## src/rtl/sig_cfg.svh

```systemverilog
// Purpose: offsets, fields, reset values and timing counts of the i2c channel
// Assumes: 25 MHz hclk, one word per register on AHB-Lite
// Notes:   constants only
`ifndef SIG_CFG_SVH
`define SIG_CFG_SVH

`define SIG_OFF_TMODE   8'h00
`define SIG_OFF_TDATA   8'h04
`define SIG_OFF_TSTART  8'h08
`define SIG_OFF_TSTAT   8'h0C
`define SIG_OFF_IFB     8'h10
`define SIG_OFF_MKB     8'h14
`define SIG_OFF_MKA     8'h18
`define SIG_OFF_IFA     8'h1C
`define SIG_OFF_BUF     8'h20
`define SIG_OFF_MAN     8'h24
`define SIG_OFF_SETUP   8'h28
`define SIG_OFF_GATE    8'h2C
`define SIG_OFF_SS      8'h30
`define SIG_OFF_STAT    8'h34
`define SIG_OFF_ST      8'h38
`define SIG_OFF_ENA     8'h3C
`define SIG_OFF_ERRCLR  8'h40
`define SIG_OFF_LINES   8'h44
`define SIG_OFF_WAIT    8'h48

`define SIG_BIT_TSTART  3
`define SIG_BIT_TIRQ    5
`define SIG_BIT_SIRQ    1
`define SIG_BIT_CKO     8
`define SIG_BIT_SO      0
`define SIG_BIT_BUSY    5
`define SIG_BIT_ACKERR  1
`define SIG_BIT_CH0     0

`define SIG_RST_TMODE   16'h0009
`define SIG_RST_MAN     16'h0101
`define SIG_RST_SETUP   16'h0017
`define SIG_RST_WAIT    4'h4
`define SIG_MODE_TX     2'h2
`define SIG_MODE_RX     2'h1
`define SIG_MODE_ONE    3'h4

`define SIG_HCLK_MHZ    25
`define SIG_CLK_NS      40
`define SIG_GAP_US      5
`define SIG_GAP_CYC     (`SIG_GAP_US * `SIG_HCLK_MHZ)
`define SIG_BIT_NS      5000
`define SIG_HALF_CYC    (`SIG_BIT_NS / (2 * `SIG_CLK_NS))

`endif

```

## src/rtl/sig_pkg.sv

```systemverilog
// Purpose: types shared by the i2c channel
// Assumes: nothing
// Notes:   timing and offsets live in sig_cfg.svh
package sig_pkg;
  typedef struct packed {
    logic scl;
    logic sda;
  } sig_line_s;

  typedef enum logic [1:0] {
    SH_IDLE,
    SH_LOW,
    SH_HIGH
  } sig_shift_e;
endpackage

```

## src/rtl/sig_i2c.sv

```systemverilog
// Purpose: simple i2c master channel with a one-count gap timer, AHB-Lite slave
// Assumes: open-drain lines resolved outside; line inputs asynchronous
// Notes:   zero-wait bus; manual line bits own the lines while the channel is off
// Notes on behaviour
// - gap timer counts down from loaded value
// - split select 0 gives one 16-bit count
// - trigger select 000 accepts software start only
// - count clock select 0 uses chosen operation clock
// - start bit sets enable status, starts count
// - write address byte 0x60 or 0x70
// - read address byte 0x61 or 0x71
// - stop: data low, clock high, data high
// - manual bits set line levels directly
// - mode code 00 disables communication
// - start: data high, clock high, data low, clock low
// - gap timed by flag clear then retrigger
// - flag rises at count end
// - transmit: output on, mode 10, then start; the bench sets mode 10 after the start trigger
// - mode 10 transmits without sampling data
// - start trigger sets enable, waits for data
// - transfer flag high only while shifting
// - stop trigger clears enable, halts channel
// - byte complete: clear flag, retrigger, unmask
// - mask bit 0 passes, 1 blocks request
// - ninth bit reports ack (0) or nack (1)
// - wait set number of gap counts per byte
// - one gap count period is 5 us
//
// Local design decisions: the register offsets and the AHB-Lite slave port.
`include "sig_cfg.svh"
module sig_i2c import sig_pkg::*; (
  // clock, reset, enable
  input  wire logic        hclk,
  input  wire logic        hresetn,
  input  wire logic        ce,
  // ahb-lite slave
  input  wire logic        hsel,
  input  wire logic [31:0] haddr,
  input  wire logic [1:0]  htrans,
  input  wire logic        hwrite,
  input  wire logic [2:0]  hsize,
  input  wire logic [31:0] hwdata,
  input  wire logic        hready,
  output logic             hreadyout,
  output logic             hresp,
  output logic [31:0]      hrdata,
  // i2c lines
  input  wire logic        scl_in,
  output logic             scl_out,
  output logic             scl_oe,
  input  wire logic        sda_in,
  output logic             sda_out,
  output logic             sda_oe,
  // masked requests
  output logic             gap_timer_irq,
  output logic             serial_irq
);
  // bus
  logic        wr_pend;
  logic [7:0]  wr_addr;
  logic [31:0] rd_mux;
  // registers
  logic [15:0] gap_timer_mode;
  logic [15:0] gap_timer_data;
  logic [15:0] manual_line_output;
  logic [15:0] channel_comm_setup;
  logic        serial_output_enable_bit;
  logic        channel_enable_status;
  logic        gap_timer_enable_status;
  logic        gap_timer_irq_flag;
  logic        gap_timer_irq_mask;
  logic        serial_irq_flag;
  logic        serial_irq_mask;
  logic        ack_error_flag;
  logic [3:0]  wait_target;
  logic [3:0]  wait_count;
  // gap timer
  logic [15:0] gap_cnt;
  logic        gap_run;
  logic [7:0]  presc;
  // shifter
  sig_shift_e  sh_state;
  logic [3:0]  bit_cnt;
  logic [7:0]  ph_cnt;
  logic [7:0]  shreg;
  logic        sh_scl;
  logic        sh_sda;
  sig_line_s   line_m;
  sig_line_s   line_s;

  // address phase accepted; write lands in the data phase
  wire addr_ok = hsel & htrans[1] & hready & ce;
  wire wr_en   = wr_pend & ce;
  assign hreadyout = ce;
  assign hresp     = 1'b0;

  always_ff @(posedge hclk or negedge hresetn) begin
    if (!hresetn) begin
      wr_pend <= 1'b0;
      wr_addr <= 8'h00;
      hrdata  <= 32'h0000_0000;
    end else if (ce) begin
      wr_pend <= addr_ok & hwrite;
      wr_addr <= haddr[7:0];
      if (addr_ok && !hwrite) begin
        hrdata <= rd_mux;
      end
    end
  end

  wire wr_tmode  = wr_en & (wr_addr == `SIG_OFF_TMODE);
  wire wr_tdata  = wr_en & (wr_addr == `SIG_OFF_TDATA);
  wire wr_tstart = wr_en & (wr_addr == `SIG_OFF_TSTART);
  wire wr_ifb    = wr_en & (wr_addr == `SIG_OFF_IFB);
  wire wr_mkb    = wr_en & (wr_addr == `SIG_OFF_MKB);
  wire wr_mka    = wr_en & (wr_addr == `SIG_OFF_MKA);
  wire wr_ifa    = wr_en & (wr_addr == `SIG_OFF_IFA);
  wire wr_buf    = wr_en & (wr_addr == `SIG_OFF_BUF);
  wire wr_man    = wr_en & (wr_addr == `SIG_OFF_MAN);
  wire wr_setup  = wr_en & (wr_addr == `SIG_OFF_SETUP);
  wire wr_gate   = wr_en & (wr_addr == `SIG_OFF_GATE);
  wire wr_ss     = wr_en & (wr_addr == `SIG_OFF_SS);
  wire wr_st     = wr_en & (wr_addr == `SIG_OFF_ST);
  wire wr_errclr = wr_en & (wr_addr == `SIG_OFF_ERRCLR);
  wire wr_wait   = wr_en & (wr_addr == `SIG_OFF_WAIT);

  wire ss_hit  = wr_ss & hwdata[`SIG_BIT_CH0];
  wire st_hit  = wr_st & hwdata[`SIG_BIT_CH0];

  // gap timer fields
  wire [1:0] op_clk_sel = gap_timer_mode[15:14];
  wire       cnt_clk_sel = gap_timer_mode[12];
  wire       split_sel = gap_timer_mode[11];
  wire [2:0] start_sel = gap_timer_mode[10:8];
  wire       one_count = (gap_timer_mode[3:1] == `SIG_MODE_ONE);
  wire       sw_start  = wr_tstart & hwdata[`SIG_BIT_TSTART];
  wire       gap_accept = sw_start & (start_sel == 3'h0) & one_count;
  // 8-bit split runs only the low half; full width otherwise
  wire [15:0] gap_load = split_sel ? {8'h00, gap_timer_data[7:0]} : gap_timer_data;
  wire tick_sel = (op_clk_sel == 2'h0) ? 1'b1 :
                  (op_clk_sel == 2'h1) ? (presc[1:0] == 2'h3) :
                  (op_clk_sel == 2'h2) ? (presc[3:0] == 4'hF) : (presc == 8'hFF);
  // external count clock is not wired here, so that choice holds the count
  wire gap_tick = tick_sel & ~cnt_clk_sel;
  wire gap_done = gap_run & gap_tick & (gap_cnt == 16'h0000);

  always_ff @(posedge hclk or negedge hresetn) begin
    if (!hresetn) begin
      presc   <= 8'h00;
      gap_cnt <= 16'h0000;
      gap_run <= 1'b0;
      gap_timer_enable_status <= 1'b0;
    end else if (ce) begin
      presc <= presc + 8'h01;
      if (gap_accept) begin
        gap_cnt <= gap_load;
        gap_run <= 1'b1;
        gap_timer_enable_status <= 1'b1;
      end else if (gap_run && gap_tick) begin
        if (gap_cnt == 16'h0000) begin
          gap_run <= 1'b0;
        end else begin
          gap_cnt <= gap_cnt - 16'h0001;
        end
      end
    end
  end

  // channel fields
  wire [1:0] chan_mode = channel_comm_setup[15:14];
  wire mode_tx = (chan_mode == `SIG_MODE_TX);
  wire mode_rx = (chan_mode == `SIG_MODE_RX);
  wire busy    = (sh_state != SH_IDLE);
  // 00 and 11 leave the channel deaf to data writes
  wire go      = wr_buf & channel_enable_status & (mode_tx | mode_rx) & ~busy;
  wire ph_end  = (ph_cnt == 8'(`SIG_HALF_CYC - 1));
  wire last_bit = (bit_cnt == 4'h8);
  wire byte_done = (sh_state == SH_HIGH) & ph_end & last_bit;
  // transmit shifts in ones so the buffer never holds line samples
  wire in_bit  = mode_tx ? 1'b1 : line_s.sda;
  wire ninth   = ~mode_rx;

  // two flops on each line before anything reads it
  always_ff @(posedge hclk or negedge hresetn) begin
    if (!hresetn) begin
      line_m <= '1;
      line_s <= '1;
    end else if (ce) begin
      line_m <= '{scl: scl_in, sda: sda_in};
      line_s <= line_m;
    end
  end

  always_ff @(posedge hclk or negedge hresetn) begin
    if (!hresetn) begin
      sh_state <= SH_IDLE;
      bit_cnt  <= 4'h0;
      ph_cnt   <= 8'h00;
      shreg    <= 8'hFF;
      sh_scl   <= 1'b1;
      sh_sda   <= 1'b1;
    end else if (ce) begin
      if (ss_hit && !channel_enable_status) begin
        sh_scl <= manual_line_output[`SIG_BIT_CKO];
        sh_sda <= manual_line_output[`SIG_BIT_SO];
      end
      if (st_hit) begin
        sh_state <= SH_IDLE;
      end else if (go) begin
        // first byte is the address with direction bit set by software
        sh_state <= SH_LOW;
        shreg    <= hwdata[7:0];
        sh_sda   <= hwdata[7];
        sh_scl   <= 1'b0;
        bit_cnt  <= 4'h0;
        ph_cnt   <= 8'h00;
      end else if (busy) begin
        ph_cnt <= ph_end ? 8'h00 : ph_cnt + 8'h01;
        if (ph_end && sh_state == SH_LOW) begin
          sh_state <= SH_HIGH;
          sh_scl   <= 1'b1;
        end else if (ph_end && last_bit) begin
          sh_state <= SH_IDLE;
          sh_scl   <= 1'b0;
        end else if (ph_end) begin
          sh_state <= SH_LOW;
          sh_scl   <= 1'b0;
          shreg    <= {shreg[6:0], in_bit};
          sh_sda   <= (bit_cnt == 4'h7) ? ninth : shreg[6];
          bit_cnt  <= bit_cnt + 4'h1;
        end
      end
    end
  end

  // software-cleared flags: an event in the clearing cycle wins
  wire next_gap_flag  = gap_done | (wr_ifb ? hwdata[`SIG_BIT_TIRQ] : gap_timer_irq_flag);
  wire next_ser_flag  = byte_done | (wr_ifa ? hwdata[`SIG_BIT_SIRQ] : serial_irq_flag);
  wire next_ack_error = (byte_done & mode_tx) ? line_s.sda :
                        ((wr_errclr & hwdata[`SIG_BIT_ACKERR]) ? 1'b0 : ack_error_flag);

  always_ff @(posedge hclk or negedge hresetn) begin
    if (!hresetn) begin
      gap_timer_irq_flag <= 1'b0;
      serial_irq_flag    <= 1'b0;
      ack_error_flag     <= 1'b0;
      wait_count         <= 4'h0;
    end else if (ce) begin
      gap_timer_irq_flag <= next_gap_flag;
      serial_irq_flag    <= next_ser_flag;
      ack_error_flag     <= next_ack_error;
      if (byte_done) begin
        wait_count <= 4'h0;
      end else if (gap_done && wait_count != wait_target) begin
        wait_count <= wait_count + 4'h1;
      end
    end
  end

  always_ff @(posedge hclk or negedge hresetn) begin
    if (!hresetn) begin
      gap_timer_mode      <= `SIG_RST_TMODE;
      gap_timer_data      <= 16'(`SIG_GAP_CYC - 1);
      manual_line_output  <= `SIG_RST_MAN;
      channel_comm_setup  <= `SIG_RST_SETUP;
      serial_output_enable_bit <= 1'b0;
      channel_enable_status    <= 1'b0;
      gap_timer_irq_mask  <= 1'b1;
      serial_irq_mask     <= 1'b1;
      wait_target         <= `SIG_RST_WAIT;
    end else if (ce) begin
      if (wr_tmode) gap_timer_mode <= hwdata[15:0];
      if (wr_tdata) gap_timer_data <= hwdata[15:0];
      // locked while the shifter may own the lines
      if (wr_man && !channel_enable_status) begin
        manual_line_output <= hwdata[15:0] & `SIG_RST_MAN;
      end
      if (wr_setup) channel_comm_setup <= hwdata[15:0];
      if (wr_gate) serial_output_enable_bit <= hwdata[`SIG_BIT_CH0];
      if (wr_mkb) gap_timer_irq_mask <= hwdata[`SIG_BIT_TIRQ];
      if (wr_mka) serial_irq_mask <= hwdata[`SIG_BIT_SIRQ];
      if (wr_wait) wait_target <= hwdata[3:0];
      if (st_hit) begin
        channel_enable_status <= 1'b0;
      end else if (ss_hit) begin
        channel_enable_status <= 1'b1;
      end
    end
  end

  // masked requests
  assign gap_timer_irq = gap_timer_irq_flag & ~gap_timer_irq_mask;
  assign serial_irq    = serial_irq_flag & ~serial_irq_mask;

  // line levels: manual bits whenever the channel is off
  wire lvl_scl = channel_enable_status ? sh_scl : manual_line_output[`SIG_BIT_CKO];
  wire lvl_sda = (channel_enable_status & serial_output_enable_bit) ? sh_sda :
                 manual_line_output[`SIG_BIT_SO];
  assign scl_out = 1'b0;
  assign sda_out = 1'b0;
  assign scl_oe  = ~lvl_scl;
  assign sda_oe  = ~lvl_sda;

  always_comb begin
    rd_mux = 32'h0000_0000;
    unique case (haddr[7:0])
      `SIG_OFF_TMODE:  rd_mux = {16'h0000, gap_timer_mode};
      `SIG_OFF_TDATA:  rd_mux = {16'h0000, gap_timer_data};
      `SIG_OFF_TSTAT:  rd_mux = {gap_cnt, 12'h000, gap_timer_enable_status, 3'h0};
      `SIG_OFF_IFB:    rd_mux = {26'h0, gap_timer_irq_flag, 5'h00};
      `SIG_OFF_MKB:    rd_mux = {26'h0, gap_timer_irq_mask, 5'h00};
      `SIG_OFF_MKA:    rd_mux = {30'h0, serial_irq_mask, 1'b0};
      `SIG_OFF_IFA:    rd_mux = {30'h0, serial_irq_flag, 1'b0};
      `SIG_OFF_BUF:    rd_mux = {24'h000000, shreg};
      `SIG_OFF_MAN:    rd_mux = {16'h0000, manual_line_output};
      `SIG_OFF_SETUP:  rd_mux = {16'h0000, channel_comm_setup};
      `SIG_OFF_GATE:   rd_mux = {31'h0, serial_output_enable_bit};
      `SIG_OFF_STAT:   rd_mux = {26'h0, busy, 3'h0, ack_error_flag, 1'b0};
      `SIG_OFF_ENA:    rd_mux = {31'h0, channel_enable_status};
      `SIG_OFF_LINES:  rd_mux = {30'h0, line_s.scl, line_s.sda};
      `SIG_OFF_WAIT:   rd_mux = {23'h0, (wait_count == wait_target), wait_count, wait_target};
      default:         rd_mux = 32'h0000_0000;
    endcase
  end
endmodule

```

## config.mk

```make
export PLATFORM = sky130hd
export DESIGN_NAME = sig_i2c
export DESIGN_NICKNAME = d
export VERILOG_FILES = /design/src/rtl/sig_pkg.sv /design/src/rtl/sig_i2c.sv
export VERILOG_INCLUDE_DIRS = /design/src /design/src/rtl
export SDC_FILE = /design/constraint.sdc
export NUM_CORES = 1
export LEC_CHECK = 0
export ABC_AREA = 1
export BUFFER_PORTS_ARGS = -buffer_cell sky130_fd_sc_hd__buf_2
export CAP_MARGIN = 20
export CELL_PAD_IN_SITES_DETAIL_PLACEMENT = 0
export CELL_PAD_IN_SITES_GLOBAL_PLACEMENT = 1
export CORE_ASPECT_RATIO = 0.5
export CORE_UTILIZATION = 38
export DETAILED_ROUTE_END_ITERATION = 16
export PLACE_DENSITY = 0.8
export SYNTH_ARGS = -nofsm -noshare
export SYNTH_HDL_FRONTEND = slang
export SYNTH_SLANG_ARGS = --single-unit
```

## constraint.sdc

```tcl
create_clock -name hclk -period 1.58 [get_ports hclk]
set_input_delay 0.316 -clock hclk [delete_from_list [all_inputs] [get_ports hclk]]
set_output_delay 0.316 -clock hclk [all_outputs]
set_load 0.005 [all_outputs]
```

==> report_table.html <==
<table>
<tr><th>Metric</th><th>Value</th></tr>
<tr><th colspan="2">Timing</th></tr>
<tr><td>Final setup vio count</td><td>82</td></tr>
<tr><td>Timing-limited maximum frequency</td><td>~560 MHz</td></tr>
<tr><td>Worst Max-Slew Pin Slew</td><td>0.5103 ns</td></tr>
<tr><td>RSZ-0062 raised after global routing</td><td>true</td></tr>
<tr><td>Min cycle time layout</td><td>1.791 ns</td></tr>
<tr><td>Final worst-path cycle share</td><td>113.3%</td></tr>
<tr><td>Final Hold Fails</td><td>0</td></tr>
<tr><td>Relative slew margins</td><td>65.72%</td></tr>
<tr><td>Post-route worst setup slack</td><td>-0.2108 ns</td></tr>
<tr><td>Max-slew violations</td><td>0</td></tr>
<tr><td>Clock skew after layout</td><td>0.01064 ns</td></tr>
<tr><th colspan="2">Finish</th></tr>
<tr><td>Final nets</td><td>about 1,500</td></tr>
<tr><td>Final cell area excluding filler cells</td><td>approximately 12,000 um^2</td></tr>
<tr><td>Commonest cells after routing, fill and taps aside</td><td>305 x sky130_fd_sc_hd__nand2_1, 154 x sky130_fd_sc_hd__buf_4, 130 x sky130_fd_sc_hd__dfrtp_1</td></tr>
<tr><td>Fill cell count</td><td>a little under 2,000</td></tr>
<tr><td>Most common cell after layout, fill and taps aside</td><td>sky130_fd_sc_hd__nand2_1</td></tr>
<tr><td>Fraction of final layout cells sized beyond drive strength 1</td><td>between 30% and 40%</td></tr>
<tr><td>Area Overhead vs Synth</td><td>46.64%</td></tr>
<tr><td>Diode count</td><td>0</td></tr>
<tr><td>Final core utilization</td><td>57.02%</td></tr>
<tr><th colspan="2">Global routing</th></tr>
<tr><td>First-pass GRT wire length</td><td>41.02 mm</td></tr>
<tr><td>Global route total overflow</td><td>0</td></tr>
<tr><td>Number of antenna violations at the first check in global routing</td><td>0</td></tr>
<tr><td>Number of global-route vias before repair</td><td>between 7,000 and 8,000</td></tr>
<tr><td>Largest net degree at the start of global routing</td><td>40</td></tr>
<tr><td>Combined global-route utilization of all metal layers</td><td>about a quarter</td></tr>
<tr><th colspan="2">Die</th></tr>
<tr><td>Row count</td><td>38</td></tr>
<tr><td>Die span in y</td><td>around 110 um</td></tr>
<tr><td>Die width</td><td>~210 um</td></tr>
<tr><td>Die area</td><td>between 20,000 and 25,000 um^2</td></tr>
<tr><td># IOs</td><td>between 100 and 150</td></tr>
<tr><td>Starting density of the core</td><td>around 39%</td></tr>
<tr><td>Area of the core</td><td>between 20,000 and 25,000 um^2</td></tr>
<tr><th colspan="2">Setup path</th></tr>
<tr><td>Req. time, crit path</td><td>1.91 ns</td></tr>
<tr><td>Critical path's slowest cell</td><td>sky130_fd_sc_hd__dfrtp_1</td></tr>
<tr><td>Reg-to-reg setup timing slack</td><td>-0.21 ns</td></tr>
<tr><td>Critical path class</td><td>reg -&gt; reg</td></tr>
<tr><td>Crit Reg-Reg Startpoint</td><td>channel_comm_setup[14]$_DFFE_PN0P_</td></tr>
<tr><td>Crit path cell chain</td><td>inv_2 &gt; ha_4 &gt; nor2_2 &gt; nand4_1 &gt; nor2_4 &gt; nor2_1 &gt; nor2_2 &gt; nand2_2 &gt; buf_6 &gt; nand2_1 &gt; o21ai_1</td></tr>
<tr><td>Path depth of the worst reg2reg path</td><td>11</td></tr>
<tr><td>Critical path peak fanout</td><td>5</td></tr>
<tr><td>Delay contributed by the slowest stage of the critical path</td><td>around 0.4 ns</td></tr>
<tr><td>Category of the worst setup path capture point</td><td>flop</td></tr>
<tr><td>Capture instance of the worst register-to-register path</td><td>ph_cnt[4]$_DFFE_PN0P_</td></tr>
<tr><td>Critical path arrival</td><td>between 2 and 2.5 ns</td></tr>
<tr><td>Most repeated library cell on the critical path</td><td>sky130_fd_sc_hd__nor2_2</td></tr>
<tr><td>Critical Path Start Type</td><td>flop</td></tr>
<tr><th colspan="2">Detailed routing</th></tr>
<tr><td>Post-DRT Antenna Nets</td><td>0</td></tr>
<tr><td>Wl on met1</td><td>about 13 mm</td></tr>
<tr><td>Detailed-route wire length</td><td>about 28 mm</td></tr>
<tr><td>First-pass iteration count of the detailed router</td><td>13</td></tr>
<tr><td>DR WL/cell</td><td>between 15 and 20 um</td></tr>
<tr><td>Vias per std cell</td><td>5.089</td></tr>
<tr><td>Met3 wirelength from detailed routing</td><td>1.379 mm</td></tr>
<tr><td>Top routing layer in use</td><td>met4</td></tr>
<tr><td>1st-iter DRT viols</td><td>600</td></tr>
<tr><td>Post-route DRC violation count</td><td>1</td></tr>
<tr><td>Routed wire length on met2</td><td>between 10 and 15 mm</td></tr>
<tr><td>Total number of vias</td><td>8,651</td></tr>
<tr><th colspan="2">Hold path</th></tr>
<tr><td>Number of stages on the worst hold path</td><td>3</td></tr>
<tr><td>Hold/Removal Path Class</td><td>in -&gt; reg</td></tr>
<tr><td>Critical hold path startpoint</td><td>sda_in</td></tr>
<tr><td>Hold endpoint</td><td>line_m[0]$_DFFE_PN1P_</td></tr>
<tr><th colspan="2">Flow run</th></tr>
<tr><td>Count of max-cap constraint violations</td><td>0</td></tr>
<tr><th colspan="2">Run status</th></tr>
<tr><td>Result of the run</td><td>finished, violations left</td></tr>
<tr><td>Violations in the final reports</td><td>design-rule violations, negative setup slack</td></tr>
<tr><th colspan="2">Power and ir drop</th></tr>
<tr><td>Power density relative to cell area</td><td>1039 nW/um^2</td></tr>
<tr><td>Cell leakage power</td><td>between 6 and 7 nW</td></tr>
<tr><td>Worst ir drop on vdd</td><td>between 0.5 and 0.6 mV</td></tr>
<tr><th colspan="2">Clock network</th></tr>
<tr><td>Clock-pin transition on the worst setup and hold timing paths</td><td>~0.070 ns</td></tr>
<tr><td>Level count of the clock H-tree</td><td>4</td></tr>
<tr><td>Clock Tree Buf Depth</td><td>2</td></tr>
<tr><td>CTS tree</td><td>done</td></tr>
<tr><td>CTS sink cnt</td><td>160</td></tr>
<tr><td>Clk Latency, worst-skew pair</td><td>0.44 ns</td></tr>
<tr><td>Clock tree root driver cell</td><td>sky130_fd_sc_hd__clkbuf_16</td></tr>
<tr><td>Number of buffers created by CTS</td><td>17</td></tr>
<tr><th colspan="2">Synthesis</th></tr>
<tr><td>Cell area after synthesis</td><td>about 8500 um^2</td></tr>
<tr><td>Number of distinct library cells after synthesis</td><td>37</td></tr>
<tr><td>Ys flop type</td><td>sky130_fd_sc_hd__dfrtp_1</td></tr>
<tr><td>Post-synthesis simple-gate area fraction</td><td>a little under a third</td></tr>
<tr><td>Area fraction in compound gates after synthesis</td><td>10.94%</td></tr>
<tr><td>Synthesized instance count</td><td>around 1,100</td></tr>
<tr><td>Flops &amp; latches, synth</td><td>160</td></tr>
<tr><td>Share of synthesized flip-flops with an asynchronous set or reset</td><td>100.0%</td></tr>
<tr><td>Proportion of netlist area held by the largest area contributor</td><td>approximately two fifths</td></tr>
<tr><td>Fraction of synthesized area in multiplexers</td><td>0%</td></tr>
<tr><td>Biggest area consumer among synthesized cells</td><td>sky130_fd_sc_hd__dfrtp_1</td></tr>
<tr><td>Post-Synth Adder-Cell Area</td><td>under 10%</td></tr>
<tr><td>Number of enable flip-flop cells after synthesis</td><td>0</td></tr>
<tr><td>Mapped Avg Cell Area</td><td>approximately 7.5 um^2</td></tr>
<tr><td>Main area contributors after synthesis</td><td>sky130_fd_sc_hd__dfrtp_1 38%, sky130_fd_sc_hd__nand2_1 17%, sky130_fd_sc_hd__dfstp_2 9.3%</td></tr>
<tr><td>Ys Warns</td><td>0</td></tr>
<tr><td>Xor/xnor share of the synthesized area</td><td>between 1.5 and 2%</td></tr>
<tr><td>Fraction of the yosys area taken by sequential cells</td><td>a little under half</td></tr>
<tr><td>Main combinational cell family by area after synthesis</td><td>simple AND/OR/NAND/NOR gates</td></tr>
<tr><th colspan="2">Place</th></tr>
<tr><td>I/O Buffers</td><td>69</td></tr>
<tr><td>RePlAce Congestion</td><td>0.8871</td></tr>
<tr><td>Pre-CTS WS</td><td>-0.3308 ns</td></tr>
<tr><td>Instance area at placement</td><td>10,360 um^2</td></tr>
<tr><td>Post-detailed-placement half-perimeter wirelength</td><td>18.25 mm</td></tr>
</table>
==> sequential cells by signal, indices dropped and copies added, names as in the netlist, 2 cells and up <==
register and count:
bit_cnt 4, channel_comm_setup 16, gap_cnt 16, gap_timer_data 16, gap_timer_mode 16, hrdata 32
line_m 2, line_s 2, manual_line_output 2, ph_cnt 8, presc 8, sh_state 2
shreg 8, wait_count 4, wait_target 4, wr_addr 8
==> routing by layer <==
layer  track usage (%)  up-vias
met5                 0        -
met2             38.69      232
met1             31.76     4215
li1                  -     4161
met3             4.055       43
met4             6.115        0
==> repair_timing <==
| item | CTS | global route |
|---|---|---|
| hold endpoints to repair | 16 | 0 |
| setup buffers | 16 | 11 |
| pin swaps | 31 | 31 |
| hold buffers | 1 | 0 |
| resized for setup | 90 | 243 |
| cloned | 3 | 12 |
| setup endpoints to repair | 84 | 106 |
==> power breakdown <==
| group | leakage [nW] | total (mW) | switching [mW] | internal (mW) |
|---|---|---|---|---|
| logic | 3.82 | 3.97 | 2.12 | 1.85 |
| registers | 2.06 | 4.77 | 0.299 | 4.47 |
| clock network | 0.279 | 4.16 | 1.94 | 2.22 |
| total | 6.15 | 12.9 | 4.37 | 8.54 |
==> cells by family after synthesis <==
logic type                 count (synthesis)
xor gates and xnor gates                  18
and+or+nand+nor                          613
buffers and inverters                    163
adders and majority gates                  9
DFF                                      160
other                                      1
AOI/OAI and AO/OA                        170
==> stage by stage <==
stage	total power [mW]	hold slack [ns]	cells	TNS, ns
detailed placement	7.687	0.2206	1626	-16.34
floorplan	6.294	0.02041	1136	-2.232
finish	12.90	0.07300	1700	-7.410
CTS	12.50	0.06392	1678	-6.986
global route	13.55	0.08588	1700	-16.13
global placement	7.620	0.2238	1626	-14.10
==> critical path: cells and delay by family (launching register included) <==
family | cells | cell delay, ns
simple gates | 7 | 0.81
flops | 1 | 0.39
buf+inv | 2 | 0.22
fa+ha+maj | 1 | 0.20
compound gates | 1 | 0.05
==> cell type report <==
type                       instances  area [um^2]  area share [%]
multi-input combinational        813         4662           37.55
sequential                       160         4041           32.55
timing repair buffer             272         2291           18.45
inverter                         123        469.2           3.779
clock buffer                      17        425.4           3.426
tap                              300        375.4           3.023
clock inverter                    15        151.4           1.219
==> worst max-delay path by stage <==
stage | startpoint | to | slack [ns] | cells after the start
4_1_cts | channel_comm_setup[14]$_DFFE_PN0P_ | shreg[0]$_DFFE_PN1P_ | -0.26 | 10
3_3_place_gp | channel_comm_setup[14]$_DFFE_PN0P_ | ph_cnt[6]$_DFFE_PN0P_ | -0.28 | 10
5_1_grt | channel_comm_setup[14]$_DFFE_PN0P_ | ph_cnt[2]$_DFFE_PN0P_ | -0.35 | 11
2_1_floorplan | channel_comm_setup[14]$_DFFE_PN0P_ | bit_cnt[3]$_DFFE_PN0P_ | -0.17 | 11
3_5_place_dp | haddr[1] | hrdata[5]$_DFFE_PN0P_ | -0.33 | 10
6_report | channel_comm_setup[14]$_DFFE_PN0P_ | ph_cnt[4]$_DFFE_PN0P_ | -0.21 | 11
==> synth_stat cells, types with 13 or more instances <==
master	instances
sky130_fd_sc_hd__nor2_1	86
sky130_fd_sc_hd__dfstp_2	30
sky130_fd_sc_hd__xor2_1	17
sky130_fd_sc_hd__nand2_1	387
sky130_fd_sc_hd__clkbuf_1	23
sky130_fd_sc_hd__nand3_1	80
sky130_fd_sc_hd__o31ai_1	19
sky130_fd_sc_hd__inv_1	116
sky130_fd_sc_hd__a21oi_1	13
sky130_fd_sc_hd__nor3_1	13
sky130_fd_sc_hd__dfrtp_1	130
sky130_fd_sc_hd__o21ai_0	105
sky130_fd_sc_hd__nand4_1	19
sky130_fd_sc_hd__o21ai_1	24
Power figures use the tool's default switching activity.
